<file path="src/shared/bms_pkg.sv">
// Constants and carrier types for the boot mode selector and vendor command decoder
package bms_pkg;
   // -----------------------------------------
   // Signatures and command codes
   // -----------------------------------------
   localparam logic [15:0] BMS_SIG_LEGACY = 16'h4D4D;
   localparam logic [15:0] BMS_SIG_CURRENT = 16'h534B;
   localparam logic [7:0] BMS_SUB_CFG = 8'h26;
   localparam logic [7:0] BMS_SUB_BOARD = 8'h27;
   localparam logic [7:0] BMS_SRC_EXT_MEM = 8'h02;
   localparam logic [15:0] BMS_START_ADDR = 16'h0000;
   localparam logic [7:0] BMS_SIG_ADDR = 8'h04;
   localparam logic [7:0] BMS_ZERO_BYTE = 8'h00;
   localparam logic [15:0] BMS_ZERO_ID = 16'h0000;
   localparam logic [31:0] BMS_MAX_XFER = 32'h0000_00FF;
   // -----------------------------------------
   // Wrapper layout (byte positions)
   // -----------------------------------------
   localparam int BMS_CBW_BYTES = 31;
   localparam int BMS_LEN_LO = 8;
   localparam int BMS_FLAG_BYTE = 12;
   localparam int BMS_DIR_BIT = 7;
   localparam int BMS_CB_BASE = 15;
   localparam int BMS_CB_BYTES = 16;
   localparam int BMS_RSV_LO = 6;
   localparam int BMS_RSV_HI = 15;
   // -----------------------------------------
   // Types
   // -----------------------------------------
   typedef enum logic [1:0] {
      BMS_MODE_COMPAT = 2'b00,
      BMS_MODE_NORMAL = 2'b01,
      BMS_MODE_NOMEM = 2'b11,
      BMS_MODE_TEST = 2'b10
   } bms_mode_t;
   typedef enum logic [1:0] {
      BMS_ST_PROBE = 2'b00,
      BMS_ST_DECIDE = 2'b01,
      BMS_ST_RUN = 2'b11
   } bms_state_t;
   typedef enum logic [1:0] {
      BMS_OP_NONE = 2'b00,
      BMS_OP_CFG_LOAD = 2'b01,
      BMS_OP_CFG_READ = 2'b10,
      BMS_OP_BOARD = 2'b11
   } bms_op_t;
   typedef struct packed {
      logic valid;
      logic present;
      logic [15:0] signature;
      logic [7:0] cmd_sig;
   } bms_probe_t;
   typedef struct packed {
      logic valid;
      logic pass;
      bms_op_t op;
      logic [7:0] length;
   } bms_cmd_t;
endpackage

</file>
<file path="src/verilog/bms_top.sv">
// Boot mode selector and vendor configuration command decoder
module bms_top (
   // Clock and reset
   input wire logic clock,
   input wire logic rst,
   // Configuration memory probe result
   input wire bms_pkg::bms_probe_t probe,
   // Drive reset line pin, active low
   input wire logic drive_reset_line_n,
   // Command wrapper, one byte per beat, byte 0 first
   input wire logic cbw_valid,
   input wire logic cbw_first,
   input wire logic [7:0] cbw_byte,
   // Mode outputs
   output bms_pkg::bms_mode_t mode,
   output logic mode_valid,
   output logic [15:0] usb_vendor_id,
   output logic [15:0] usb_product_id,
   output logic [15:0] usb_release_id,
   output logic pin_control_mode,
   // Decoded command
   output bms_pkg::bms_cmd_t cmd
);
   import bms_pkg::*;

   // ----------------------------------------
   // Pin synchroniser
   // ----------------------------------------
   logic reset_line_meta;
   logic reset_line_sync;

   // Two flops before use
   always_ff @(posedge clock or posedge rst) begin
      if (rst) begin
         reset_line_meta <= 1'b1;
         reset_line_sync <= 1'b1;
      end else begin
         reset_line_meta <= drive_reset_line_n;
         reset_line_sync <= reset_line_meta;
      end
   end

   // ----------------------------------------
   // Mode decision
   // ----------------------------------------
   bms_state_t state;
   bms_mode_t next_mode;
   logic [7:0] stored_sig;

   // Mode priority: forced test, no memory, signatures, fallback
   always_comb begin
      if (!reset_line_sync) begin
         next_mode = BMS_MODE_TEST;
      end else if (!probe.present) begin
         next_mode = BMS_MODE_NOMEM;
      end else if (probe.signature == BMS_SIG_LEGACY) begin
         next_mode = BMS_MODE_COMPAT;
      end else if (probe.signature == BMS_SIG_CURRENT) begin
         next_mode = BMS_MODE_NORMAL;
      end else begin
         next_mode = BMS_MODE_TEST;
      end
   end

   // Decide once after the probe, then hold
   always_ff @(posedge clock or posedge rst) begin
      if (rst) begin
         state <= BMS_ST_PROBE;
         mode <= BMS_MODE_NOMEM;
         mode_valid <= 1'b0;
         stored_sig <= BMS_ZERO_BYTE;
      end else begin
         unique case (state)
            BMS_ST_PROBE: begin
               if (probe.valid) begin
                  state <= BMS_ST_DECIDE;
               end
            end
            BMS_ST_DECIDE: begin
               mode <= next_mode;
               mode_valid <= 1'b1;
               stored_sig <= probe.cmd_sig;
               state <= BMS_ST_RUN;
            end
            BMS_ST_RUN: begin
               state <= BMS_ST_RUN;
            end
            default: begin
               state <= BMS_ST_PROBE;
            end
         endcase
      end
   end

   // ----------------------------------------
   // Descriptor identifiers
   // ----------------------------------------
   // Zero identifiers in every mode; no descriptor path drives them
   always_ff @(posedge clock or posedge rst) begin
      if (rst) begin
         usb_vendor_id <= BMS_ZERO_ID;
         usb_product_id <= BMS_ZERO_ID;
         usb_release_id <= BMS_ZERO_ID;
      end else begin
         usb_vendor_id <= BMS_ZERO_ID;
         usb_product_id <= BMS_ZERO_ID;
         usb_release_id <= BMS_ZERO_ID;
      end
   end

   // ----------------------------------------
   // Wrapper capture
   // ----------------------------------------
   logic [7:0] cbw_mem [BMS_CBW_BYTES];
   logic [4:0] beat;
   logic frame_done;
   logic [4:0] next_beat;

   assign next_beat = cbw_first ? 5'h01 : beat + 5'h01;

   // beat count; frame_done marks the last wrapper byte
   always_ff @(posedge clock or posedge rst) begin
      if (rst) begin
         beat <= 5'h00;
         frame_done <= 1'b0;
      end else begin
         frame_done <= 1'b0;
         if (cbw_valid) begin
            beat <= next_beat;
            frame_done <= (next_beat == 5'(BMS_CBW_BYTES));
         end
      end
   end

   // Byte storage, one 8-bit register per entry
   genvar gi;
   generate
      for (gi = 0; gi < BMS_CBW_BYTES; gi++) begin : g_byte
         always_ff @(posedge clock or posedge rst) begin
            if (rst) begin
               cbw_mem[gi] <= BMS_ZERO_BYTE;
            end else if (cbw_valid && ((cbw_first ? 5'h00 : beat) == 5'(gi))) begin
               cbw_mem[gi] <= cbw_byte;
            end
         end
      end
   endgenerate

   // ----------------------------------------
   // Command decode
   // ----------------------------------------
   logic [31:0] xfer_len;
   logic dir_in;
   logic sig_ok;
   logic is_cfg;
   logic is_board;
   logic fields_ok;
   logic rsv_ok;
   logic in_test;

   // length from bytes 8 to 11
   assign xfer_len = {cbw_mem[BMS_LEN_LO + 3], cbw_mem[BMS_LEN_LO + 2],
                      cbw_mem[BMS_LEN_LO + 1], cbw_mem[BMS_LEN_LO]};
   assign dir_in = cbw_mem[BMS_FLAG_BYTE][BMS_DIR_BIT];
   assign sig_ok = cbw_mem[BMS_CB_BASE] == stored_sig;
   assign is_cfg = cbw_mem[BMS_CB_BASE + 1] == BMS_SUB_CFG;
   assign is_board = cbw_mem[BMS_CB_BASE + 1] == BMS_SUB_BOARD;
   // commands accepted only in test mode
   assign in_test = mode_valid && (mode == BMS_MODE_TEST);

   // Reserved bytes 6 to 15 must be zero for a configuration command to pass
   always_comb begin
      rsv_ok = 1'b1;
      for (int i = BMS_RSV_LO; i <= BMS_RSV_HI; i++) begin
         if (cbw_mem[BMS_CB_BASE + i] != BMS_ZERO_BYTE) begin
            rsv_ok = 1'b0;
         end
      end
   end

   assign fields_ok = (cbw_mem[BMS_CB_BASE + 2] == BMS_ZERO_BYTE) &&
                      (cbw_mem[BMS_CB_BASE + 3] == BMS_SRC_EXT_MEM) &&
                      ({cbw_mem[BMS_CB_BASE + 5], cbw_mem[BMS_CB_BASE + 4]} == BMS_START_ADDR) &&
                      rsv_ok;

   // Result one cycle after frame_done, two cycles after the last wrapper byte
   always_ff @(posedge clock or posedge rst) begin
      if (rst) begin
         cmd <= '0;
      end else begin
         cmd.valid <= frame_done;
         if (frame_done) begin
            if (in_test && sig_ok && is_cfg) begin
               cmd.op <= dir_in ? BMS_OP_CFG_READ : BMS_OP_CFG_LOAD;
               cmd.pass <= fields_ok && (xfer_len <= BMS_MAX_XFER);
               cmd.length <= (xfer_len <= BMS_MAX_XFER) ? xfer_len[7:0] : BMS_ZERO_BYTE;
            end else if (in_test && sig_ok && is_board) begin
               cmd.op <= BMS_OP_BOARD;
               cmd.pass <= 1'b1;
               cmd.length <= (xfer_len <= BMS_MAX_XFER) ? xfer_len[7:0] : BMS_ZERO_BYTE;
            end else begin
               cmd.op <= BMS_OP_NONE;
               cmd.pass <= 1'b0;
               cmd.length <= BMS_ZERO_BYTE;
            end
         end
      end
   end

   // board load latches pin control until reset
   always_ff @(posedge clock or posedge rst) begin
      if (rst) begin
         pin_control_mode <= 1'b0;
      end else if (frame_done && in_test && sig_ok && is_board && !dir_in) begin
         pin_control_mode <= 1'b1;
      end
   end

   // ----------------------------------------
   // Assertions
   // ----------------------------------------
   // Mode decision checks and the no-memory identifier check
   a_mode_held: assert property (@(posedge clock) disable iff (rst)
      $past(mode_valid) |-> $stable(mode)) else $error("mode changed after decision");
   a_force_test: assert property (@(posedge clock) disable iff (rst)
      state == BMS_ST_DECIDE && !reset_line_sync |=> mode == BMS_MODE_TEST) else $error("low line not test");
   a_legacy_mode: assert property (@(posedge clock) disable iff (rst)
      state == BMS_ST_DECIDE && reset_line_sync && probe.present && probe.signature == BMS_SIG_LEGACY
      |=> mode == BMS_MODE_COMPAT) else $error("legacy not compat");
   a_normal_mode: assert property (@(posedge clock) disable iff (rst)
      state == BMS_ST_DECIDE && reset_line_sync && probe.present && probe.signature == BMS_SIG_CURRENT
      |=> mode == BMS_MODE_NORMAL) else $error("current not normal");
   a_nomem_ids: assert property (@(posedge clock) disable iff (rst)
      mode == BMS_MODE_NOMEM |-> usb_vendor_id == BMS_ZERO_ID && usb_product_id == BMS_ZERO_ID)
      else $error("no memory ids not zero");
   a_bad_sig: assert property (@(posedge clock) disable iff (rst)
      state == BMS_ST_DECIDE && reset_line_sync && probe.present && probe.signature != BMS_SIG_LEGACY
      && probe.signature != BMS_SIG_CURRENT |=> mode == BMS_MODE_TEST) else $error("bad sig not test");

   // Command decode checks, then further mode decision checks
   a_cmd_latency: assert property (@(posedge clock) disable iff (rst)
      frame_done |=> cmd.valid) else $error("no result after wrapper");
   a_len_limit: assert property (@(posedge clock) disable iff (rst)
      frame_done && in_test && sig_ok && is_cfg && xfer_len > BMS_MAX_XFER
      |=> cmd.valid && !cmd.pass && cmd.length == BMS_ZERO_BYTE)
      else $error("length above limit passed");
   a_len_copy: assert property (@(posedge clock) disable iff (rst)
      frame_done && in_test && sig_ok && is_cfg && xfer_len <= BMS_MAX_XFER
      |=> cmd.length == cbw_mem[BMS_LEN_LO]) else $error("length not taken from wrapper");
   a_fail_sig: assert property (@(posedge clock) disable iff (rst)
      frame_done && !sig_ok |=> cmd.valid && !cmd.pass) else $error("bad signature passed");
   a_dir_read: assert property (@(posedge clock) disable iff (rst)
      frame_done && in_test && sig_ok && is_cfg && dir_in |=> cmd.op == BMS_OP_CFG_READ)
      else $error("read direction lost");
   a_pin_sticky: assert property (@(posedge clock) disable iff (rst)
      pin_control_mode |=> pin_control_mode) else $error("pin control left");
   a_pin_set: assert property (@(posedge clock) disable iff (rst)
      frame_done && in_test && sig_ok && is_board && !dir_in |=> pin_control_mode)
      else $error("board load did not enter pin control");
   a_dir_load: assert property (@(posedge clock) disable iff (rst)
      frame_done && in_test && sig_ok && is_cfg && !dir_in |=> cmd.op == BMS_OP_CFG_LOAD)
      else $error("load direction lost");
   a_board_code: assert property (@(posedge clock) disable iff (rst)
      frame_done && in_test && sig_ok && is_board |=> cmd.valid && cmd.pass && cmd.op == BMS_OP_BOARD)
      else $error("board command not recognised");
   a_cfg_code: assert property (@(posedge clock) disable iff (rst)
      frame_done && in_test && sig_ok && !is_cfg && !is_board |=> cmd.op == BMS_OP_NONE && !cmd.pass)
      else $error("unknown subcode accepted");
   a_bad_fields: assert property (@(posedge clock) disable iff (rst)
      frame_done && in_test && sig_ok && is_cfg && !fields_ok |=> cmd.valid && !cmd.pass)
      else $error("bad fields passed");
   a_not_test: assert property (@(posedge clock) disable iff (rst)
      frame_done && !in_test |=> cmd.valid && !cmd.pass && cmd.op == BMS_OP_NONE)
      else $error("command accepted outside test mode");
   a_nomem_mode: assert property (@(posedge clock) disable iff (rst)
      state == BMS_ST_DECIDE && reset_line_sync && !probe.present |=> mode == BMS_MODE_NOMEM)
      else $error("missing memory not flagged");
   a_sig_stored: assert property (@(posedge clock) disable iff (rst)
      state == BMS_ST_DECIDE |=> stored_sig == probe.cmd_sig)
      else $error("stored signature not taken");
   a_valid_held: assert property (@(posedge clock) disable iff (rst)
      mode_valid |=> mode_valid) else $error("mode valid dropped");
   a_run_decided: assert property (@(posedge clock) disable iff (rst)
      state == BMS_ST_RUN |-> mode_valid) else $error("running without decision");

   // Main scenario covers
   c_cfg_read: cover property (@(posedge clock) disable iff (rst) cmd.valid && cmd.op == BMS_OP_CFG_READ);
   c_cfg_load: cover property (@(posedge clock) disable iff (rst) cmd.valid && cmd.op == BMS_OP_CFG_LOAD);
   c_board: cover property (@(posedge clock) disable iff (rst) pin_control_mode);
   c_normal: cover property (@(posedge clock) disable iff (rst) mode_valid && mode == BMS_MODE_NORMAL);
   c_failed: cover property (@(posedge clock) disable iff (rst) cmd.valid && !cmd.pass);
endmodule
</file>
<file path="config.mk">
export PLATFORM = sky130hd
export DESIGN_NAME = bms_top
export DESIGN_NICKNAME = d
export VERILOG_FILES = /design/src/shared/bms_pkg.sv /design/src/verilog/bms_top.sv
export SDC_FILE = /design/constraint.sdc
export NUM_CORES = 1
export LEC_CHECK = 0
export ABC_AREA = 1
export BUFFER_PORTS_ARGS = -buffer_cell sky130_fd_sc_hd__buf_4
export CAP_MARGIN = 20
export CELL_PAD_IN_SITES_DETAIL_PLACEMENT = 2
export CELL_PAD_IN_SITES_GLOBAL_PLACEMENT = 2
export CORE_MARGIN = 5
export CORE_UTILIZATION = 37
export CTS_BUF_LIST = sky130_fd_sc_hd__clkbuf_4
export DETAILED_ROUTE_END_ITERATION = 16
export PLACE_DENSITY = 0.89
export SLEW_MARGIN = 25
export SYNTH_ARGS = -nofsm -noshare
export SYNTH_HDL_FRONTEND = slang
export SYNTH_SLANG_ARGS = --single-unit
</file>
<file path="constraint.sdc">
create_clock -name clock -period 8.7 [get_ports clock]
set_clock_uncertainty 0.1 [all_clocks]
set_input_delay 1.74 -clock clock [delete_from_list [all_inputs] [get_ports clock]]
set_output_delay 1.74 -clock clock [all_outputs]
set_load 0.1 [all_outputs]
</file>
==> load_flow_metrics.sql <==
INSERT INTO impl_metrics (metric_group, metric, value, unit) VALUES
('run_status', 'run_status', 'completed', ''),
('global_routing', 'first_global_vias', '7002', ''),
('die', 'fp.dieW', '160.2', 'microns'),
('clocking', 'htree_levels', '4', ''),
('layout', 'design.final.nets', '1007', ''),
('route', 'antenna_left', '0', ''),
('clocking', 'post-cts-setup-buffers', '0', ''),
('clocking', 'cts_sinks', '195', ''),
('synthesis', 'synth.avg_cell_area', '8.949', 'sq um'),
('pwr', 'p_clk_frac', '0.308', ''),
('worst_setup_path', 'path_delay_family', 'flip-flops', ''),
('layout', 'area_growth_syn_to_layout', '8.137', '%'),
('pwr', 'power_frac_seq', '0.566', ''),
('clocking', 'cts_made_buffers', '17', ''),
('global_routing', 'grt_max_degree', '131', ''),
('worst_setup_path', 'startpoint', 'mode[1]', ''),
('worst_setup_path', 'cp_endpoint_kind', 'output port', ''),
('layout', 'final_layout_size_suffix_gt1_frac', '0.1134', ''),
('worst_setup_path', 'rr_endpoint', 'cbw_mem[165]', ''),
('pwr', 'total_switching_power', '503.9', 'uW'),
('worst_setup_path', 'cp_num_cells', '1', ''),
('layout', 'final_cell_mix', '245 x sky130_fd_sc_hd__nand2_1, 191 x sky130_fd_sc_hd__dfrtp_1, 150 x sky130_fd_sc_hd__o21ai_0', ''),
('route', 'avgViaCountPerCell', '5.006', ''),
('pwr', 'vdd_ir_drop_max', '0.09033', 'mV'),
('layout', 'layout_commonest_cell', 'sky130_fd_sc_hd__nand2_1', ''),
('placed_design', 'portBuffers', '54', ''),
('worst_setup_path', 'worst_ep_arrival_time', '1.46', 'ns'),
('timing', 'timing.fmax', '302.7', 'MHz'),
('clocking', 'path_clk_slew', '0.15', 'ns'),
('die', 'floorplan.core_area', '0.02243', 'sq mm'),
('global_routing', 'antenna_found_initial', '1', ''),
('worst_setup_path', 'crit_path_start_kind', 'register', ''),
('layout', 'final_cells', '1265', ''),
('synthesis', 'postSynthRegisterBits', '195', ''),
('worst_setup_path', 'critPathBufInv', '1', ''),
('timing', 'setup_total_negative_slack', '0', 'ns'),
('pwr', 'comb_power_share', '0.126', ''),
('clocking', 'cts_hold_buffers', '0', ''),
('timing', 'whs', '0.2697', 'ns'),
('synthesis', 'synth_area', '0.008349', 'sq mm'),
('clocking', 'cts_tree', 'built', ''),
('route', 'route.detailed.drc', '0', ''),
('route', 'drt_first_pass_iters', '5', ''),
('route', 'total_detailed_routing_wirelength', '22520', 'microns'),
('worst_setup_path', 'timing_worst_setup_path_type', 'reg -> out', ''),
('pwr', 'sw_frac_of_total', '0.3010', ''),
('worst_setup_path', 'cpMaxStageDelayCell', 'sky130_fd_sc_hd__dfstp_2', ''),
('synthesis', 'syn_inst', '933', ''),
('timing', 'post-route-min-period', '3.303', 'ns'),
('die', 'rows', '55', ''),
('global_routing', 'remaining_global_route_overflow', '0', ''),
('worst_setup_path', 'crit_path_max_fanout', '3', ''),
('die', 'pin_count', '103', ''),
('timing', 'post-route-period-util', '0.3797', ''),
('worst_setup_path', 'cp_slowest_stage_delay', '0.59', 'ns'),
('clocking', 'worst_skew_pair.late_latency', '0.59', 'ns'),
('global_routing', 'grt_usage', '0.1784', ''),
('timing', 'grt_setup_unrepaired', 'false', ''),
('timing', 'report.final.slew_viol_count', '0', ''),
('clocking', 'root_buffer', 'sky130_fd_sc_hd__clkbuf_4', ''),
('timing', 'setup_viol', '0', ''),
('placed_design', 'routabilityCongestion', '0.7378', ''),
('die', 'die-area', '0.02567', 'sq mm'),
('timing', 'hold_viol', '0', ''),
('synthesis', 'yosysSeqAreaShare', '0.5850', ''),
('die', 'initial_core_util', '0.3722', ''),
('placed_design', 'post-dp-hpwl', '14710', 'microns'),
('worst_setup_path', 'timing.reg2reg.setup_slack', '6.52', 'ns'),
('route', 'detailroute.via_count', '6332', ''),
('timing', 'timing_worst_slew_pin_value', '0.9701', 'ns'),
('synthesis', 'yosys.cell_types.count', '35', '');
[Yosys cell counts]
cell type / number / share of area
sky130_fd_sc_hd__o31ai_1: 1 / 0.00090
sky130_fd_sc_hd__o21a_1: 1 / 0.00090
sky130_fd_sc_hd__nor2_1: 102 / 0.046
sky130_fd_sc_hd__nor3_1: 4 / 0.0024
sky130_fd_sc_hd__nor4_1: 3 / 0.0022
sky130_fd_sc_hd__nor3_2: 1 / 0.0012
sky130_fd_sc_hd__dfstp_2: 4 / 0.013
sky130_fd_sc_hd__xnor2_1: 2 / 0.0021
sky130_fd_sc_hd__xor2_1: 3 / 0.0031
sky130_fd_sc_hd__conb_1: 1 / 0.00045
sky130_fd_sc_hd__nand2_4: 1 / 0.0013
sky130_fd_sc_hd__nor2_4: 1 / 0.0013
sky130_fd_sc_hd__a21oi_2: 1 / 0.0010
sky130_fd_sc_hd__nor2_2: 2 / 0.0015
sky130_fd_sc_hd__clkinv_1: 1 / 0.00045
sky130_fd_sc_hd__inv_2: 2 / 0.00090
sky130_fd_sc_hd__clkbuf_1: 21 / 0.0094
sky130_fd_sc_hd__buf_4: 48 / 0.043
sky130_fd_sc_hd__nand2_2: 8 / 0.0060
sky130_fd_sc_hd__nor4_4: 2 / 0.0051
sky130_fd_sc_hd__dfrtp_1: 191 / 0.57
sky130_fd_sc_hd__nor4_2: 1 / 0.0015
sky130_fd_sc_hd__ha_1: 1 / 0.0015
sky130_fd_sc_hd__nand2_1: 245 / 0.11
sky130_fd_sc_hd__nand4_1: 13 / 0.0097
sky130_fd_sc_hd__o21ai_1: 31 / 0.019
sky130_fd_sc_hd__inv_1: 43 / 0.019
sky130_fd_sc_hd__o32ai_1: 1 / 0.0010
sky130_fd_sc_hd__nand3_1: 23 / 0.014
sky130_fd_sc_hd__or2_2: 2 / 0.0015
sky130_fd_sc_hd__buf_2: 12 / 0.0072
sky130_fd_sc_hd__a21oi_1: 4 / 0.0024
sky130_fd_sc_hd__o21ai_0: 150 / 0.090
sky130_fd_sc_hd__o22ai_1: 1 / 0.00075
sky130_fd_sc_hd__buf_6: 6 / 0.0081
[flip-flops by register name (all words and copies together), names as in the netlist]
signal	cells
pin_control_mode	1
stored_sig	8
cmd	12
cbw_mem	161
state	2
frame_done	1
reset_line_meta	1
beat	5
mode	2
reset_line_sync	1
mode_valid	1
[worst register-to-register path: cells and delay by family (launching register included)]
kind	cells	cell delay (ns)
buffers and inverters	1	0.17
AND/OR/NAND/NOR	2	0.99
AO/OA/AOI/OAI	1	0.43
flip-flops	1	0.42
[metrics by stage]
| stage | cell area (sq um) | total power [uW] | worst slack, ns | util |
|---|---|---|---|---|
| after floorplan | 8526 | 1141 | 1.554 | - |
| after global placement | 8736 | 1167 | 5.150 | 0.3894 |
| after detailed placement | 8738 | 1177 | 5.133 | 0.3895 |
| after CTS | 9026 | 1688 | 5.346 | 0.4023 |
| after global routing | 9029 | 1748 | 5.339 | 0.4025 |
| final | 9029 | 1674 | 5.397 | 0.4025 |
[final cells by class]
class | count | area (sq um)
diodes | 1 | 2.502
clock buffers | 20 | 150.1
clock inverters | 11 | 137.6
fillers | 2518 | 13410
inverters | 46 | 180.2
multi-input cells | 652 | 2904
flip-flops and latches | 195 | 4885
well taps | 285 | 356.6
repair buffers | 55 | 412.9
[kinds of logic after synthesis]
group / synth area share
buffers and inverters: 0.08857
adders and majority gates: 0.001498
other: 0.0004491
and+or+nand+nor: 0.2037
xor gates and xnor gates: 0.005246
AOI/OAI and AO/OA: 0.1155
DFF: 0.5850
[metal layers]
layer	part of all wire	routed length [microns]	GRT usage	vias to the layer above
met1	0.46	10350	0.2339	3250
met2	0.50	11290	0.3112	92
met4	0.0085	192	0.03050	0
li1	-	-	-	2975
met3	0.030	683	0.03639	15
met5	0	0	0	-
[worst min-delay path by stage]
stage	endpoint	depth (start not counted)	slack, ns
floorplan	reset_line_sync	0	0.25
global placement	reset_line_sync	0	0.25
detailed placement	reset_line_sync	0	0.25
CTS	reset_line_sync	0	0.27
global route	reset_line_sync	0	0.28
finish	reset_line_sync	0	0.27
[power by group through the flow]
stage | Combinational [uW] | Clock [uW] | Sequential (uW)
after global placement | 205 | 0 | 962
final | 211 | 515 | 947
after global routing | 230 | 567 | 951
after CTS | 214 | 527 | 948
after detailed placement | 213 | 0 | 964
after floorplan | 183 | 0 | 958
Power figures use the tool's default switching activity.
